File: config.mk
export PLATFORM = sky130hd
export DESIGN_NAME = dac_pin_ctrl
export DESIGN_NICKNAME = d
export VERILOG_FILES = /design/src/logic/dac_pin_ctrl.v /design/src/logic/pin_sync3.v
export VERILOG_INCLUDE_DIRS = /design/src /design/src/logic
export SDC_FILE = /design/constraint.sdc
export NUM_CORES = 1
export LEC_CHECK = 0
export BUFFER_PORTS_ARGS = -buffer_cell sky130_fd_sc_hd__buf_4
export CAP_MARGIN = 25
export CORE_ASPECT_RATIO = 0.5
export CORE_MARGIN = 4
export CORE_UTILIZATION = 60
export DETAILED_ROUTE_END_ITERATION = 8
export HOLD_SLACK_MARGIN = 0.02
export PLACE_DENSITY = 0.79
export SKIP_CTS_REPAIR_TIMING = 1
export SLEW_MARGIN = 20
export SYNTH_ARGS = -nofsm -noshare
export SYNTH_HDL_FRONTEND = slang
export SYNTH_HIERARCHICAL = 1
export SYNTH_SLANG_ARGS = --single-unit
File: constraint.sdc
create_clock -name ref_clk -period 5.6 [get_ports ref_clk]
set_clock_uncertainty 0.1 [all_clocks]
set_input_delay 1.12 -clock ref_clk [delete_from_list [all_inputs] [get_ports ref_clk]]
set_output_delay 1.12 -clock ref_clk [all_outputs]
set_load 0.02 [all_outputs]
File: src/logic/dac_pins_defs.vh
`ifndef DAC_PINS_DEFS_VH
`define DAC_PINS_DEFS_VH

// Reference clock rate and idle timeout
`define CLK_MHZ 100
`define IDLE_TIMEOUT_US 1000
`define IDLE_TIMEOUT_CYC (`IDLE_TIMEOUT_US * `CLK_MHZ)

// Frame lengths in serial clock bits
`define FRAME_BITS 24
`define FRAME_CHK_BITS 32
`define BIT_CNT_W 6

// Field positions inside a 24-bit frame
`define FLD_READ 23
`define FLD_CHAN_HI 22
`define FLD_CHAN_LO 21
`define FLD_KIND_HI 20
`define FLD_KIND_LO 19
`define FLD_HDR_LO 16
`define FLD_DATA_HI 15

// Frame kinds
`define KIND_INPUT 2'h0
`define KIND_CLR_CODE 2'h1
`define KIND_CLR_EN 2'h2
`define KIND_OUTPUT 2'h3

// Packet check polynomial x^8 + x^2 + x + 1 and reset values
`define CHK_POLY 8'h07
`define CHK_INIT 8'h00
`define CODE_RESET 16'h0000

`endif

File: src/logic/dac_pin_ctrl.v
// Notes on behaviour
// - Load low: frame end writes addressed channel output directly.
// - Load high during write: only input register updates, output waits for load fall.
// - One load falling edge copies all input registers to outputs together.
// - Clear rising edge forces outputs to the programmed clear code.
// - Clear touches only channels with clear enable set.
// - While clear is high, output register writes are ignored.
// - Idle flag rises after timeout with no serial pin activity.
// - Fault pin pulled low on open, short, packet check error or overtemperature.
// - Active low hardware reset puts the device in reset state.
// - Readback shifts the serial register out on sdo with serial clock.
// - Frame select low frames data; bits taken on falling serial clock.
`timescale 1ns/100ps
`include "dac_pins_defs.vh"

module dac_pin_ctrl #(
  parameter CHANNELS = 4,
  parameter DATA_W = 16,
  parameter IDLE_TIMEOUT_CYC = `IDLE_TIMEOUT_CYC
) (
  input wire ref_clk,
  input wire rst_n,
  input wire sclk,
  input wire frame_select_n,
  input wire sdin,
  input wire load_strobe_n,
  input wire clear_in,
  input wire open_circuit_det,
  input wire short_circuit_det,
  input wire overtemp_det,
  output wire sdo,
  output wire [CHANNELS*DATA_W-1:0] out_code,
  output wire fault_n_o,
  output wire fault_n_oe,
  output wire idle_timeout_flag
);

  localparam NPINS = 8;
  localparam ST_IDLE = 2'b01;
  localparam ST_FRAME = 2'b10;

  ////////////////////////////////////////////////////////////////////////////////
  // Pin synchronisers
  wire [NPINS-1:0] pin_raw;
  wire [NPINS-1:0] pin_rst;
  wire [NPINS-1:0] pin_s;
  reg [NPINS-1:0] pin_q_ff;

  assign pin_raw = {overtemp_det, short_circuit_det, open_circuit_det, clear_in,
                    load_strobe_n, sdin, frame_select_n, sclk};
  // Idle levels: serial clock, frame select and load strobe high, everything else low
  assign pin_rst = 8'h0b;

  genvar gi;
  generate
    for (gi = 0; gi < NPINS; gi = gi + 1) begin : g_sync
      pin_sync3 u_sync (
        .ref_clk(ref_clk),
        .rst_n(rst_n),
        .pin_in(pin_raw[gi]),
        .rst_val(pin_rst[gi]),
        .pin_out(pin_s[gi])
      );
    end
  endgenerate

  // Previous synchronised levels for edge detection
  always @(posedge ref_clk) begin
    if (!rst_n) begin
      pin_q_ff <= 8'h0b;
    end else begin
      pin_q_ff <= pin_s;
    end
  end

  wire sclk_fall = pin_q_ff[0] & ~pin_s[0];
  wire sclk_rise = ~pin_q_ff[0] & pin_s[0];
  wire frame_start = pin_q_ff[1] & ~pin_s[1];
  wire frame_end = ~pin_q_ff[1] & pin_s[1];
  wire sdin_s = pin_s[2];
  wire load_low = ~pin_s[3];
  wire load_fall = pin_q_ff[3] & ~pin_s[3];
  wire clear_s = pin_s[4];
  wire clear_rise = ~pin_q_ff[4] & pin_s[4];

  ////////////////////////////////////////////////////////////////////////////////
  // Serial frame receiver and readback shifter
  reg [1:0] state_ff;
  reg [1:0] nxt_state;
  reg [`FRAME_CHK_BITS-1:0] rx_ff;
  reg [`BIT_CNT_W-1:0] bit_cnt_ff;
  reg [7:0] chk_ff;
  reg [`FRAME_BITS-1:0] tx_ff;
  reg rb_pend_ff;
  reg [1:0] rb_chan_ff;
  reg [1:0] rb_kind_ff;
  reg pec_err_ff;
  reg [DATA_W-1:0] clr_code_ff;
  reg [CHANNELS-1:0] clr_en_ff;
  reg [DATA_W-1:0] in_ff [0:CHANNELS-1];
  reg [DATA_W-1:0] out_ff [0:CHANNELS-1];
  reg [DATA_W-1:0] rb_data;

  wire in_frame = state_ff[1];
  wire len_plain = bit_cnt_ff == `FRAME_BITS;
  wire len_chk = bit_cnt_ff == `FRAME_CHK_BITS;
  wire chk_ok = rx_ff[7:0] == chk_ff;
  wire [`FRAME_BITS-1:0] word = len_chk ? rx_ff[`FRAME_CHK_BITS-1:8] : rx_ff[`FRAME_BITS-1:0];
  wire frame_good = frame_end & in_frame & (len_plain | (len_chk & chk_ok));
  wire frame_bad_chk = frame_end & in_frame & len_chk & ~chk_ok;
  wire wr_cmd = frame_good & ~word[`FLD_READ];
  wire rd_cmd = frame_good & word[`FLD_READ];
  wire [1:0] w_chan = word[`FLD_CHAN_HI:`FLD_CHAN_LO];
  wire [1:0] w_kind = word[`FLD_KIND_HI:`FLD_KIND_LO];
  wire [DATA_W-1:0] w_data = word[DATA_W-1:0];
  wire chk_fb = chk_ff[7] ^ sdin_s;

  // Frame state; a frame is bounded by frame select, not by bit count
  always @* begin
    nxt_state = state_ff;
    case (state_ff)
      ST_IDLE: begin
        if (frame_start) begin
          nxt_state = ST_FRAME;
        end
      end
      ST_FRAME: begin
        if (frame_end) begin
          nxt_state = ST_IDLE;
        end
      end
      default: begin
        nxt_state = ST_IDLE;
      end
    endcase
  end

  // Readback source select
  always @* begin
    rb_data = in_ff[rb_chan_ff];
    if (rb_kind_ff == `KIND_CLR_CODE) begin
      rb_data = clr_code_ff;
    end else if (rb_kind_ff == `KIND_CLR_EN) begin
      rb_data = {{(DATA_W-1){1'b0}}, clr_en_ff[rb_chan_ff]};
    end else if (rb_kind_ff == `KIND_OUTPUT) begin
      rb_data = out_ff[rb_chan_ff];
    end
  end

  // Shift in on falling serial clock, running packet check over the first 24 bits
  always @(posedge ref_clk) begin
    if (!rst_n) begin
      state_ff <= ST_IDLE;
      rx_ff <= 32'h00000000;
      bit_cnt_ff <= 6'h00;
      chk_ff <= `CHK_INIT;
    end else begin
      state_ff <= nxt_state;
      if (frame_start) begin
        bit_cnt_ff <= 6'h00;
        chk_ff <= `CHK_INIT;
      end else if (in_frame && sclk_fall) begin
        rx_ff <= {rx_ff[`FRAME_CHK_BITS-2:0], sdin_s};
        if (bit_cnt_ff != {`BIT_CNT_W{1'b1}}) begin
          bit_cnt_ff <= bit_cnt_ff + 6'h01;
        end
        if (bit_cnt_ff < `FRAME_BITS) begin
          chk_ff <= {chk_ff[6:0], 1'b0} ^ (chk_fb ? `CHK_POLY : 8'h00);
        end
      end
    end
  end

  // Readback: a read frame arms the next frame to shift out header and data
  always @(posedge ref_clk) begin
    if (!rst_n) begin
      tx_ff <= 24'h000000;
      rb_pend_ff <= 1'b0;
      rb_chan_ff <= 2'h0;
      rb_kind_ff <= 2'h0;
    end else begin
      if (rd_cmd) begin
        rb_pend_ff <= 1'b1;
        rb_chan_ff <= w_chan;
        rb_kind_ff <= w_kind;
      end else if (frame_start && rb_pend_ff) begin
        rb_pend_ff <= 1'b0;
        tx_ff <= {1'b1, rb_chan_ff, rb_kind_ff, 3'h0, rb_data};
      end else if (in_frame && sclk_rise) begin
        tx_ff <= {tx_ff[`FRAME_BITS-2:0], 1'b0};
      end
    end
  end

  reg sdo_ff;

  // Driven only while framed; the register costs one cycle the host must allow for
  always @(posedge ref_clk) begin
    if (!rst_n) begin
      sdo_ff <= 1'b0;
    end else begin
      sdo_ff <= tx_ff[`FRAME_BITS-1] & in_frame;
    end
  end

  assign sdo = sdo_ff;

  ////////////////////////////////////////////////////////////////////////////////
  // Channel registers, clear settings and output update
  always @(posedge ref_clk) begin
    if (!rst_n) begin
      clr_code_ff <= `CODE_RESET;
      clr_en_ff <= {CHANNELS{1'b0}};
    end else if (wr_cmd && w_kind == `KIND_CLR_CODE) begin
      clr_code_ff <= w_data;
    end else if (wr_cmd && w_kind == `KIND_CLR_EN) begin
      clr_en_ff[w_chan] <= w_data[0];
    end
  end

  generate
    for (gi = 0; gi < CHANNELS; gi = gi + 1) begin : g_chan
      wire hit = wr_cmd && (w_kind == `KIND_INPUT) && (w_chan == gi);
      wire [DATA_W-1:0] nxt_in = hit ? w_data : in_ff[gi];

      // Input register always takes a data write
      always @(posedge ref_clk) begin
        if (!rst_n) begin
          in_ff[gi] <= `CODE_RESET;
        end else if (hit) begin
          in_ff[gi] <= w_data;
        end
      end

      // Clear edge outranks updates; clear level blocks them outright
      always @(posedge ref_clk) begin
        if (!rst_n) begin
          out_ff[gi] <= `CODE_RESET;
        end else if (clear_rise && clr_en_ff[gi]) begin
          out_ff[gi] <= clr_code_ff;
        end else if (clear_s) begin
          out_ff[gi] <= out_ff[gi];
        end else if (load_fall) begin
          out_ff[gi] <= nxt_in;
        end else if (hit && load_low) begin
          out_ff[gi] <= w_data;
        end
      end

      assign out_code[gi*DATA_W +: DATA_W] = out_ff[gi];
    end
  endgenerate

  ////////////////////////////////////////////////////////////////////////////////
  // Idle timeout watch on the serial pins
  reg [31:0] idle_cnt_ff;
  reg idle_ff;
  wire pin_activity = |(pin_s[2:0] ^ pin_q_ff[2:0]);

  // Flag stays high until the next serial activity
  always @(posedge ref_clk) begin
    if (!rst_n) begin
      idle_cnt_ff <= 32'h00000000;
      idle_ff <= 1'b0;
    end else if (pin_activity) begin
      idle_cnt_ff <= 32'h00000000;
      idle_ff <= 1'b0;
    end else if (idle_cnt_ff == IDLE_TIMEOUT_CYC - 1) begin
      idle_ff <= 1'b1;
    end else begin
      idle_cnt_ff <= idle_cnt_ff + 32'h00000001;
    end
  end

  assign idle_timeout_flag = idle_ff;

  ////////////////////////////////////////////////////////////////////////////////
  // Fault output; packet check error is sticky until reset
  reg fault_ff;

  always @(posedge ref_clk) begin
    if (!rst_n) begin
      pec_err_ff <= 1'b0;
      fault_ff <= 1'b0;
    end else begin
      pec_err_ff <= pec_err_ff | frame_bad_chk;
      fault_ff <= pec_err_ff | frame_bad_chk | pin_s[5] | pin_s[6] | pin_s[7];
    end
  end

  // Open drain: only ever pulls low
  assign fault_n_o = 1'b0;
  assign fault_n_oe = fault_ff;

endmodule // dac_pin_ctrl

File: src/logic/pin_sync3.v
`timescale 1ns/100ps

// Three-stage pin synchroniser; the output moves only when stages two and three agree
module pin_sync3 (
  input wire ref_clk,
  input wire rst_n,
  input wire pin_in,
  input wire rst_val,
  output wire pin_out
);

  reg meta_ff;
  reg s2_ff;
  reg s3_ff;
  reg stable_ff;

  // First stage feeds only the second stage; all stages start at the pin's idle level
  // so that the release of reset cannot show a false edge downstream
  always @(posedge ref_clk) begin
    if (!rst_n) begin
      meta_ff <= rst_val;
      s2_ff <= rst_val;
      s3_ff <= rst_val;
    end else begin
      meta_ff <= pin_in;
      s2_ff <= meta_ff;
      s3_ff <= s2_ff;
    end
  end

  // Agreement filter rejects a single-cycle disagreement
  always @(posedge ref_clk) begin
    if (!rst_n) begin
      stable_ff <= rst_val;
    end else if (s2_ff == s3_ff) begin
      stable_ff <= s3_ff;
    end
  end

  assign pin_out = stable_ff;

endmodule // pin_sync3
# == After elaboration in Yosys (flattened, before gate mapping) ==
# Memories as Yosys holds them, arrays and structs flattened. A register that Yosys moved wholly into a read port is not among the register bits.
# Cells that the tools add are included.
# Widths: inputs -> output; s select.
# op_classes
muxes,121
n_eq_ne,25
n_lt_le_gt_ge,4
n_bitwise,54
n_reduce_logical,31
addsub,2
# ops
op,count
$mux 16,27
$mux 1,80
$mux 24,3
$add 32x1->32 const B,1
$eq 32x17->1 const B,1
$or 1x1->1,25
$logic_and 1x1->1,19
$and 1x1->1,14
$eq 2x2->1 const B,6
$mux 2,6
$not 1->1,12
$reduce_and 2->1,6
$eq 1x1->1,8
$eq 2x1->1 const B,4
$eq 8x8->1,1
$xor 8x3->8,1
$add 6x1->6 const B,1
$eq 6x5->1 const B,1
$eq 6x6->1 const B,1
$lt 2x3->1 const B,2
$lt 6x5->1 const B,1
$ne 6x6->1 const B,1
$bwmux 4,1
$logic_not 2->1,2
11 further kinds,13
# totals
output_inout_bits,68
memories,2
mem_bits_rw,128
ff_bits,170
in_bits,10
elab_cells,287
# mem_list
memory,depth,width,read_ports,rd_clocked_by_memory_dff,wr,line,text
in_ff,4,16,5,1,4,dac_pin_ctrl.v:100,reg [DATA_W-1:0] in_ff [0:CHANNELS-1];
out_ff,4,16,5,1,4,dac_pin_ctrl.v:101,reg [DATA_W-1:0] out_ff [0:CHANNELS-1];

# == Depth between registers and ports, before layout ==
# Gate-level depths: netlist of the first run.
# logic_depth
depth_word,15
ltp_mapped,11
mapped_depth_nobuf,8

# == Cells and area by module ==
# The synthesis of the first run kept the hierarchy.
# by_module_without_submodules
module,instances,cells_each,seq_area_each_um2,area_per_inst_um2
dac_pin_ctrl,1,1283,6646.4,13066.3
pin_sync3,8,15,90.1,146.4

# == Worst setup path after synthesis of the first run ==
# No wires, ideal clock.
# synth_timing
path_type,input-to-reg
startpoint,input rst_n
endpoint,memory out_ff[2][0] (enable)
arrival_time_ns,3.388
path_stages,6
setup_slack_ns,1.717
n_path_buf,1
setup_ns,0.394
required_ns,5.106
cell_sequence,or3b_2 or3_1 inv_1 o211ai_1 clkbuf_1 a21oi_1
# synth_lines
element,line,text
start: declaration,dac_pin_ctrl.v:22,"input wire rst_n,"
end: declaration,dac_pin_ctrl.v:101,

==> run metrics, run 1 <==
final setup fails=0; combinational group share of total power=0.092; Synth cell types=64; slew margin rel.=0.274; Worst-Margin Slew=~1.1 ns; Slew Viols, Final=0; H-tree Lvls=1; routed len/inst=around 22 um; clock slew at reported path FFs=~0.060 ns; ys flop type=dfxtp_1; antenna viol nets, final=0; antenna cells=0; Seq/Total Area, Yosys=0.517; Synth area leaders=edfxtp_1, dfxtp_1, nand2_1, mux4_2, nor2_1; Total Power=a little under 0.005 W; vias=roughly 12000; worst hold margin=~0.33 ns; Final Critical Period=between 3 and 4 ns; first-pass GRT wire length=a little over 60 mm; RSZ-0062 raised after global routing=no; largest net degree at the start of global routing=between 50 and 60; Starting Density=0.617; initial antenna violation count=0; Pwr per Cell Area=309 nW/um2; CTS tree=built; Area growth, synth to finish=12.6%; Clk pwr share=0.403; Psw=approximately 0.0012 W; vias in the first global route=about 11000; VDD IR-drop max=between 0.00015 and 0.0002 V; layout cell share with drive strength beyond 1=0.156; Tcrit/Tclk final=0.713; nets=approximately 1500; clock sink count=300; Post-synth EDFFs=136; Avg Cell Area, Syn=10.1 um2; most common cell in the synthesized netlist=nand2_1; Yosys reg bits=300; cell taking the most area after synthesis=edfxtp_1; Fmax achieved=between 200 and 300 MHz; 1st-iter DRT viols=1771; CP max FO=34; clk buf depth=3; Finished Core Util=0.695; Async SR Flop Fraction=0; leak pwr=5.77 nW; Cell Area, Synth=about 14000 um2; share of the synthesized area in the top cell type=0.287; Worst Path Required=roughly 5.8 ns; Clock Tree Root=clkbuf_16; Die ar.=26400 um2; status=finished, final reports clean; MaxCap Viol Count=0; port bufs=76; GPL Wtd Cong=0.943; fillers=~1700; Worst Setup End Kind=register; Seq pwr share=0.504; Final Hold Fails=0; Synth top cells by count=nand2_1, dfxtp_1, edfxtp_1; row count=39; DIE HEIGHT=between 100 and 150 um; Pint=around 0.0037 W; Cells after Synth=approximately 1400; GRT Overall Usage=0.294; Residual DRC=0; drt pass-1 iters=7; Sw Ratio=0.243; Worst setup SP type=register; Hold Crit Class=register to register; CTS Buf Count=27; Setup CP Type=register to register; Routed WL=around 39 mm; via-per-instance ratio=6.54; clk_lat worst skew=~0.55 ns; setup TNS=0 ns; Final HPWL DP=around 25 mm; remaining global-route overflow=0; Worst Path Arrival=4.15 ns; Syn. warnings=6; core box area=between 20000 and 25000 um2; chip width=about 230 um; Ports=between 70 and 80
-- cells in the final DEF (no fill, tap or decap), types with 14 or more instances in the layout --
master / instances
dfxtp_1: 163
a221o_1: 16
nand2_1: 271
a222oi_1: 14
nand4_1: 18
xnor2_1: 17
xor2_1: 30
mux4_2: 34
mux2_2: 18
o2bb2ai_1: 15
edfxtp_1: 136
o21ai_0: 35
clkbuf_16: 28
o221ai_1: 15
inv_1: 33
a22oi_1: 31
nor2_1: 133
buf_4: 95
and2_1: 22
mux2i_1: 34
a21oi_1: 53
nand3_1: 67
o211ai_1: 33
-- layout make-up --
| class | instances | area, um2 | share of cell area |
|---|---|---|---|
| tap | 307 | 384 | 0.0240 |
| inverter | 34 | 128 | 0.00796 |
| multi-input combinational | 989 | 6440 | 0.401 |
| sequential | 300 | 7370 | 0.460 |
| timing repair buffer | 99 | 769 | 0.0480 |
| clock buffer | 36 | 781 | 0.0487 |
| clock inverter | 13 | 165 | 0.0103 |
-- worst max-delay path: stages, from the launching register on --
cell and delay (ns):
dfxtp_1 0.35, inv_1 0.08, ha_1 0.20, nand4bb_2 0.17, or2_1 0.43, buf_8 0.24, a21oi_1 0.64, nand4b_1 0.17
buf_4 0.34, o21ai_0 0.19, and2_1 0.53, buf_8 0.24
-- cells by family (layout without fill, tap and decap cells) --
| group | Yosys count | in the layout | synth area share |
|---|---|---|---|
| xor gates and xnor gates | 47 | 47 | 0.0289 |
| AOI/OAI and AO/OA | 245 | 245 | 0.125 |
| DFF | 300 | 300 | 0.517 |
| buffers and inverters | 121 | 182 | 0.0353 |
| muxes | 87 | 87 | 0.0930 |
| and+or+nand+nor | 594 | 594 | 0.193 |
| adders and majority gates | 7 | 7 | 0.00615 |
| other | 2 | 9 | 0.000527 |
-- flip-flops by register name (all words and copies together) (netlist names), named ones only --
signal and cells:
idle_cnt_ff 32, rb_kind_ff 2, idle_timeout_flag 1, clr_en_ff 4
clr_code_ff 16, in_ff 64, pin_q_ff 5, chk_ff 8
rx_ff 32, sdo 1, g_sync.u_sync/meta_ff 8, state_ff 2
fault_n_oe 1, g_sync.u_sync/s3_ff 8, tx_ff 24, out_ff 64
rb_pend_ff 1, bit_cnt_ff 6, pec_err_ff 1, rb_chan_ff 2
g_sync.u_sync/pin_out 8, g_sync.u_sync/s2_ff 8
-- worst paths after layout --
path / endpoint / cells past startpoint / slack, ns / start
worst max register to register: out_ff[1][5] / 11 / 1.61 / bit_cnt_ff[0]
worst min register to register: g_sync[2].u_sync/s2_ff / 2 / 0.33 / g_sync[2].u_sync/meta_ff
worst max-delay path: out_ff[1][5] / 11 / 1.61 / bit_cnt_ff[0]
worst min-delay path: g_sync[2].u_sync/s2_ff / 2 / 0.33 / g_sync[2].u_sync/meta_ff
-- per-stage QoR --
step / instances / instance area [um2] / setup slack, ns
after CTS: 1774 / 16000 / 1.21
final: 1778 / 16000 / 1.61
after detailed placement: 1725 / 15000 / 1.19
after global placement: 1725 / 15000 / 1.38
after floorplan: 1410 / 14300 / 1.72
after global routing: 1778 / 16000 / 1.44
-- routing by layer --
metal	GRT usage	up-vias	wire, um
met2	0.494	813	18100
li1	-	5206	-
met1	0.377	5472	14700
met4	0.105	0	1530
met3	0.0758	146	4940
met5	0	-	0
-- power by group through the flow --
stage                     combinational [W]  sequential, W  clock [W]
final                              0.000458        0.00250    0.00200
after global routing               0.000485        0.00251    0.00210
after global placement             0.000430        0.00254          0
after detailed placement           0.000443        0.00254          0
after floorplan                    0.000190        0.00260          0
after CTS                          0.000446        0.00250    0.00201
Power figures use the tool's default switching activity.
==> run 2, diff against run 1 <==
--- a/config.mk
+++ b/config.mk
@@ -6,6 +6,7 @@
 export SDC_FILE = /design/constraint.sdc
 export NUM_CORES = 1
 export LEC_CHECK = 0
+export ABC_AREA = 1
 export BUFFER_PORTS_ARGS = -buffer_cell sky130_fd_sc_hd__buf_4
 export CAP_MARGIN = 25
 export CORE_ASPECT_RATIO = 0.5
@@ -13,7 +14,7 @@
 export CORE_UTILIZATION = 60
 export DETAILED_ROUTE_END_ITERATION = 8
 export HOLD_SLACK_MARGIN = 0.02
-export PLACE_DENSITY = 0.79
+export PLACE_DENSITY = 0.78
 export SKIP_CTS_REPAIR_TIMING = 1
 export SLEW_MARGIN = 20
 export SYNTH_ARGS = -nofsm -noshare
==> constraint.sdc (replaced) <==
create_clock -name ref_clk -period 3.8 [get_ports ref_clk]
set_clock_uncertainty 0.1 [all_clocks]
set_input_delay 0.76 -clock ref_clk [delete_from_list [all_inputs] [get_ports ref_clk]]
set_output_delay 0.76 -clock ref_clk [all_outputs]
set_load 0.02 [all_outputs]
==> run 2 against run 1 <==
Compared with the run above: worst hold slack worse by 0.032 ns; wire length up 10%; clock power up 35%; non-clock buffer count up 29; register-to-register slack worse by 0.97 ns; die area up 2.7%; sequential share of layout area down 1.4 points; design area up 3.2%; count of clock-buffer cells in the layout down 1; utilization down 0.58 points; combinational power up 65%; total power up 45%; critical path type unchanged.
==> run metrics, run 2 <==
status=finished, final reports clean; H-tree Lvls=1 (unchanged); first-pass GRT wire length=67.8 mm (+11%); Clock Tree Root=clkbuf_16; placed cell areas=15700 um2 (+4.5%); routed len/inst=18.7 um (-15%); HP Start=sdin; Worst Path Arrival=3.34 ns (-0.81 ns); Synth area leaders=edfxtp_1, dfxtp_1, nand2_1, nor2_1, o21ai_0; Worst Path Required=3.98 ns (-1.77 ns); Synth top cells by count=nand2_1, nor2_1, o21ai_0; vias in the first global route=12405 (+9.5%); Cells after Synth=1897 (+35%); 1st-iter DRT viols=1802 (+1.8%); Sw Ratio=0.264 (+0.0207); nets=1988 (+35%); CP Launch Point=bit_cnt_ff[0]; Psw=0.00189 W (+57%); most frequent cells in the layout=nand2_1, nor2_1, o21ai_0; combinational group share of total power=0.106 (+0.014); Yosys reg bits=300 (unchanged); clk_lat worst skew=0.57 ns (+0.02 ns); CP max FO=21 (-38%); Final Hold Fails=0 (unchanged); Post-synth EDFFs=136 (unchanged); Total Power=0.00717 W (+45%); Finished Core Util=0.689 (-0.00578); Fmax achieved=316 MHz (+26%); port bufs=76 (unchanged); Starting Density=0.610 (-0.00716); row count=40 (+2.6%); Reg2Reg Launch Point=bit_cnt_ff[0]; clock sink count=300 (unchanged); antenna cells=0 (unchanged); Syn. warnings=6 (unchanged); worst hold margin=0.296 ns (-0.0321 ns); GRT Overall Usage=0.311 (+0.0165); core box area=24000 um2 (+4.1%); clk buf depth=3 (unchanged); final setup fails=0 (unchanged); cell taking the most area after synthesis=edfxtp_1; most common cell in the synthesized netlist=nand2_1; fillers=2052 (+23%); leak pwr=6.59 nW (+14%); Die ar.=27100 um2 (+2.7%); via-per-instance ratio=5.91 (-9.7%); commonest non-fill, non-tap cell in the layout=nand2_1; Final Critical Period=3.16 ns (-0.835 ns); Worst-Margin Slew=0.893 ns (-0.193 ns); antenna viol nets, final=0 (unchanged); MaxCap Viol Count=0 (unchanged); chip width=229 um (+1.4%); Final HPWL DP=30.2 mm (+21%); Clk pwr share=0.377 (-0.026); GPL Wtd Cong=0.958 (+1.6%); Largest regs=in_ff: 64 flops, out_ff: 64 flops; share of the synthesized area in the top cell type=0.279 (-0.00801); Synth cell types=42 (-34%); slew margin rel.=0.398 (+0.124); Tcrit/Tclk final=0.832 (+0.118); vias=13634 (+17%); Worst setup SP type=register; setup TNS=0 ns (unchanged); Seq/Total Area, Yosys=0.503 (-0.0145); cells on worst reg2reg path=13 (+2); Worst Setup End Kind=register; DIE HEIGHT=118 um (+1.3%); initial antenna violation count=0 (unchanged); CTS Buf Count=27 (unchanged); reg2reg end=in_ff[1][12]; Setup CP Type=register to register; largest net degree at the start of global routing=115 (+110%); VDD IR-drop max=0.000401 V (+110%); RSZ-0062 raised after global routing=no; drt pass-1 iters=6 (-1); r2r setup slk=0.64 ns (-0.97 ns); worst hold path stage count=3 (+1); layout cell share with drive strength beyond 1=0.110 (-0.0452); clock slew at reported path FFs=0.06 ns (about the same); Pwr per Cell Area=433 nW/um2 (+40%); remaining global-route overflow=0 (unchanged); Slew Viols, Final=0 (unchanged); Pint=0.00528 W (+41%); Area growth, synth to finish=13.0%; Final Cell Area=16500 um2 (+3.2%); CTS tree=built; ys flop type=dfxtp_1; Routed WL=43.2 mm (+10%); Cell Area, Synth=14600 um2 (+2.9%); Avg Cell Area, Syn=7.72 um2 (-24%); WHS Endpoint=g_sync[2].u_sync/meta_ff; Async SR Flop Fraction=0 (unchanged); Hold Crit Class=input port to register; Seq pwr share=0.517 (+0.013); Residual DRC=0 (unchanged); Ports=78 (unchanged)
[run 2: changes by cell type in the layout (fill, tap and decap cells not counted), moves of 33 or more]
cell,previous run,this run
mux2i_1,34,0
inv_1,33,129
nor2_1,133,335
o211ai_1,33,0
mux4_2,34,0
nor3_1,11,73
nand2_1,271,339
a21oi_1,53,147
o21ai_0,35,228
[run 2: power by group through the flow]
stage | Sequential, W | Clock [W] | Combinational (W)
after floorplan | 0.00383 | 0 | 0.000341
after global placement | 0.00377 | 0 | 0.000734
after detailed placement | 0.00377 | 0 | 0.000746
after CTS | 0.00370 | 0.00273 | 0.000749
after global routing | 0.00372 | 0.00288 | 0.000819
final | 0.00371 | 0.00270 | 0.000757
[run 2: cell type report]
class                   instances  area, um2  share of cell area
clock buffers                  35        736              0.0445
well taps                     315        394              0.0238
clock inverters                15        120             0.00726
flip-flops and latches        300       7370               0.445
inverters                     149        563              0.0340
multi-input cells            1365       6360               0.384
repair buffers                128       1010              0.0608
[run 2: metal layers]
| metal | part of all wire | vias up | global-route usage |
|---|---|---|---|
| met5 | 0 | - | 0 |
| met4 | 0.053 | 0 | 0.147 |
| met3 | 0.099 | 139 | 0.0477 |
| met2 | 0.45 | 773 | 0.496 |
| met1 | 0.40 | 6168 | 0.420 |
| li1 | - | 6554 | - |
[run 2: worst max path at each step]
stage / end / slack [ns] / cells after the start
2_1_floorplan: out_ff[0][0] / 0.75 / 12
3_3_place_gp: in_ff[1][10] / 0.70 / 13
3_5_place_dp: in_ff[1][9] / 0.63 / 13
4_1_cts: in_ff[1][11] / 0.66 / 13
5_1_grt: out_ff[1][10] / 0.41 / 13
6_report: in_ff[1][12] / 0.64 / 13
[run 2: critical path, cell delays in order, from the launching register on]
cell	delay, ns
dfxtp_1	0.35
inv_1	0.07
ha_1	0.19
nand2_1	0.08
clkinv_1	0.13
nand3_4	0.21
buf_4	0.24
nand2_1	0.08
o21ai_2	0.13
nand4_1	0.20
inv_2	0.16
nand2_1	0.49
nand2_1	0.24
buf_4	0.21
[run 2: stage by stage]
step | setup WS, ns | std cells
global route | 0.406 | 2307
CTS | 0.657 | 2307
floorplan | 0.754 | 1904
finish | 0.640 | 2307
detailed placement | 0.629 | 2257
global placement | 0.700 | 2256
[run 2: cells by family (layout without fill, tap and decap cells)]
group,Yosys count,in the layout,synth area share
AO/OA/AOI/OAI,442,442,0.160
XOR/XNOR,12,12,0.00718
adder cells (fa/ha/maj),7,7,0.00598
buffers and inverters,239,327,0.0650
flip-flops,300,300,0.503
other,2,9,0.000513
AND/OR/NAND/NOR,895,895,0.258
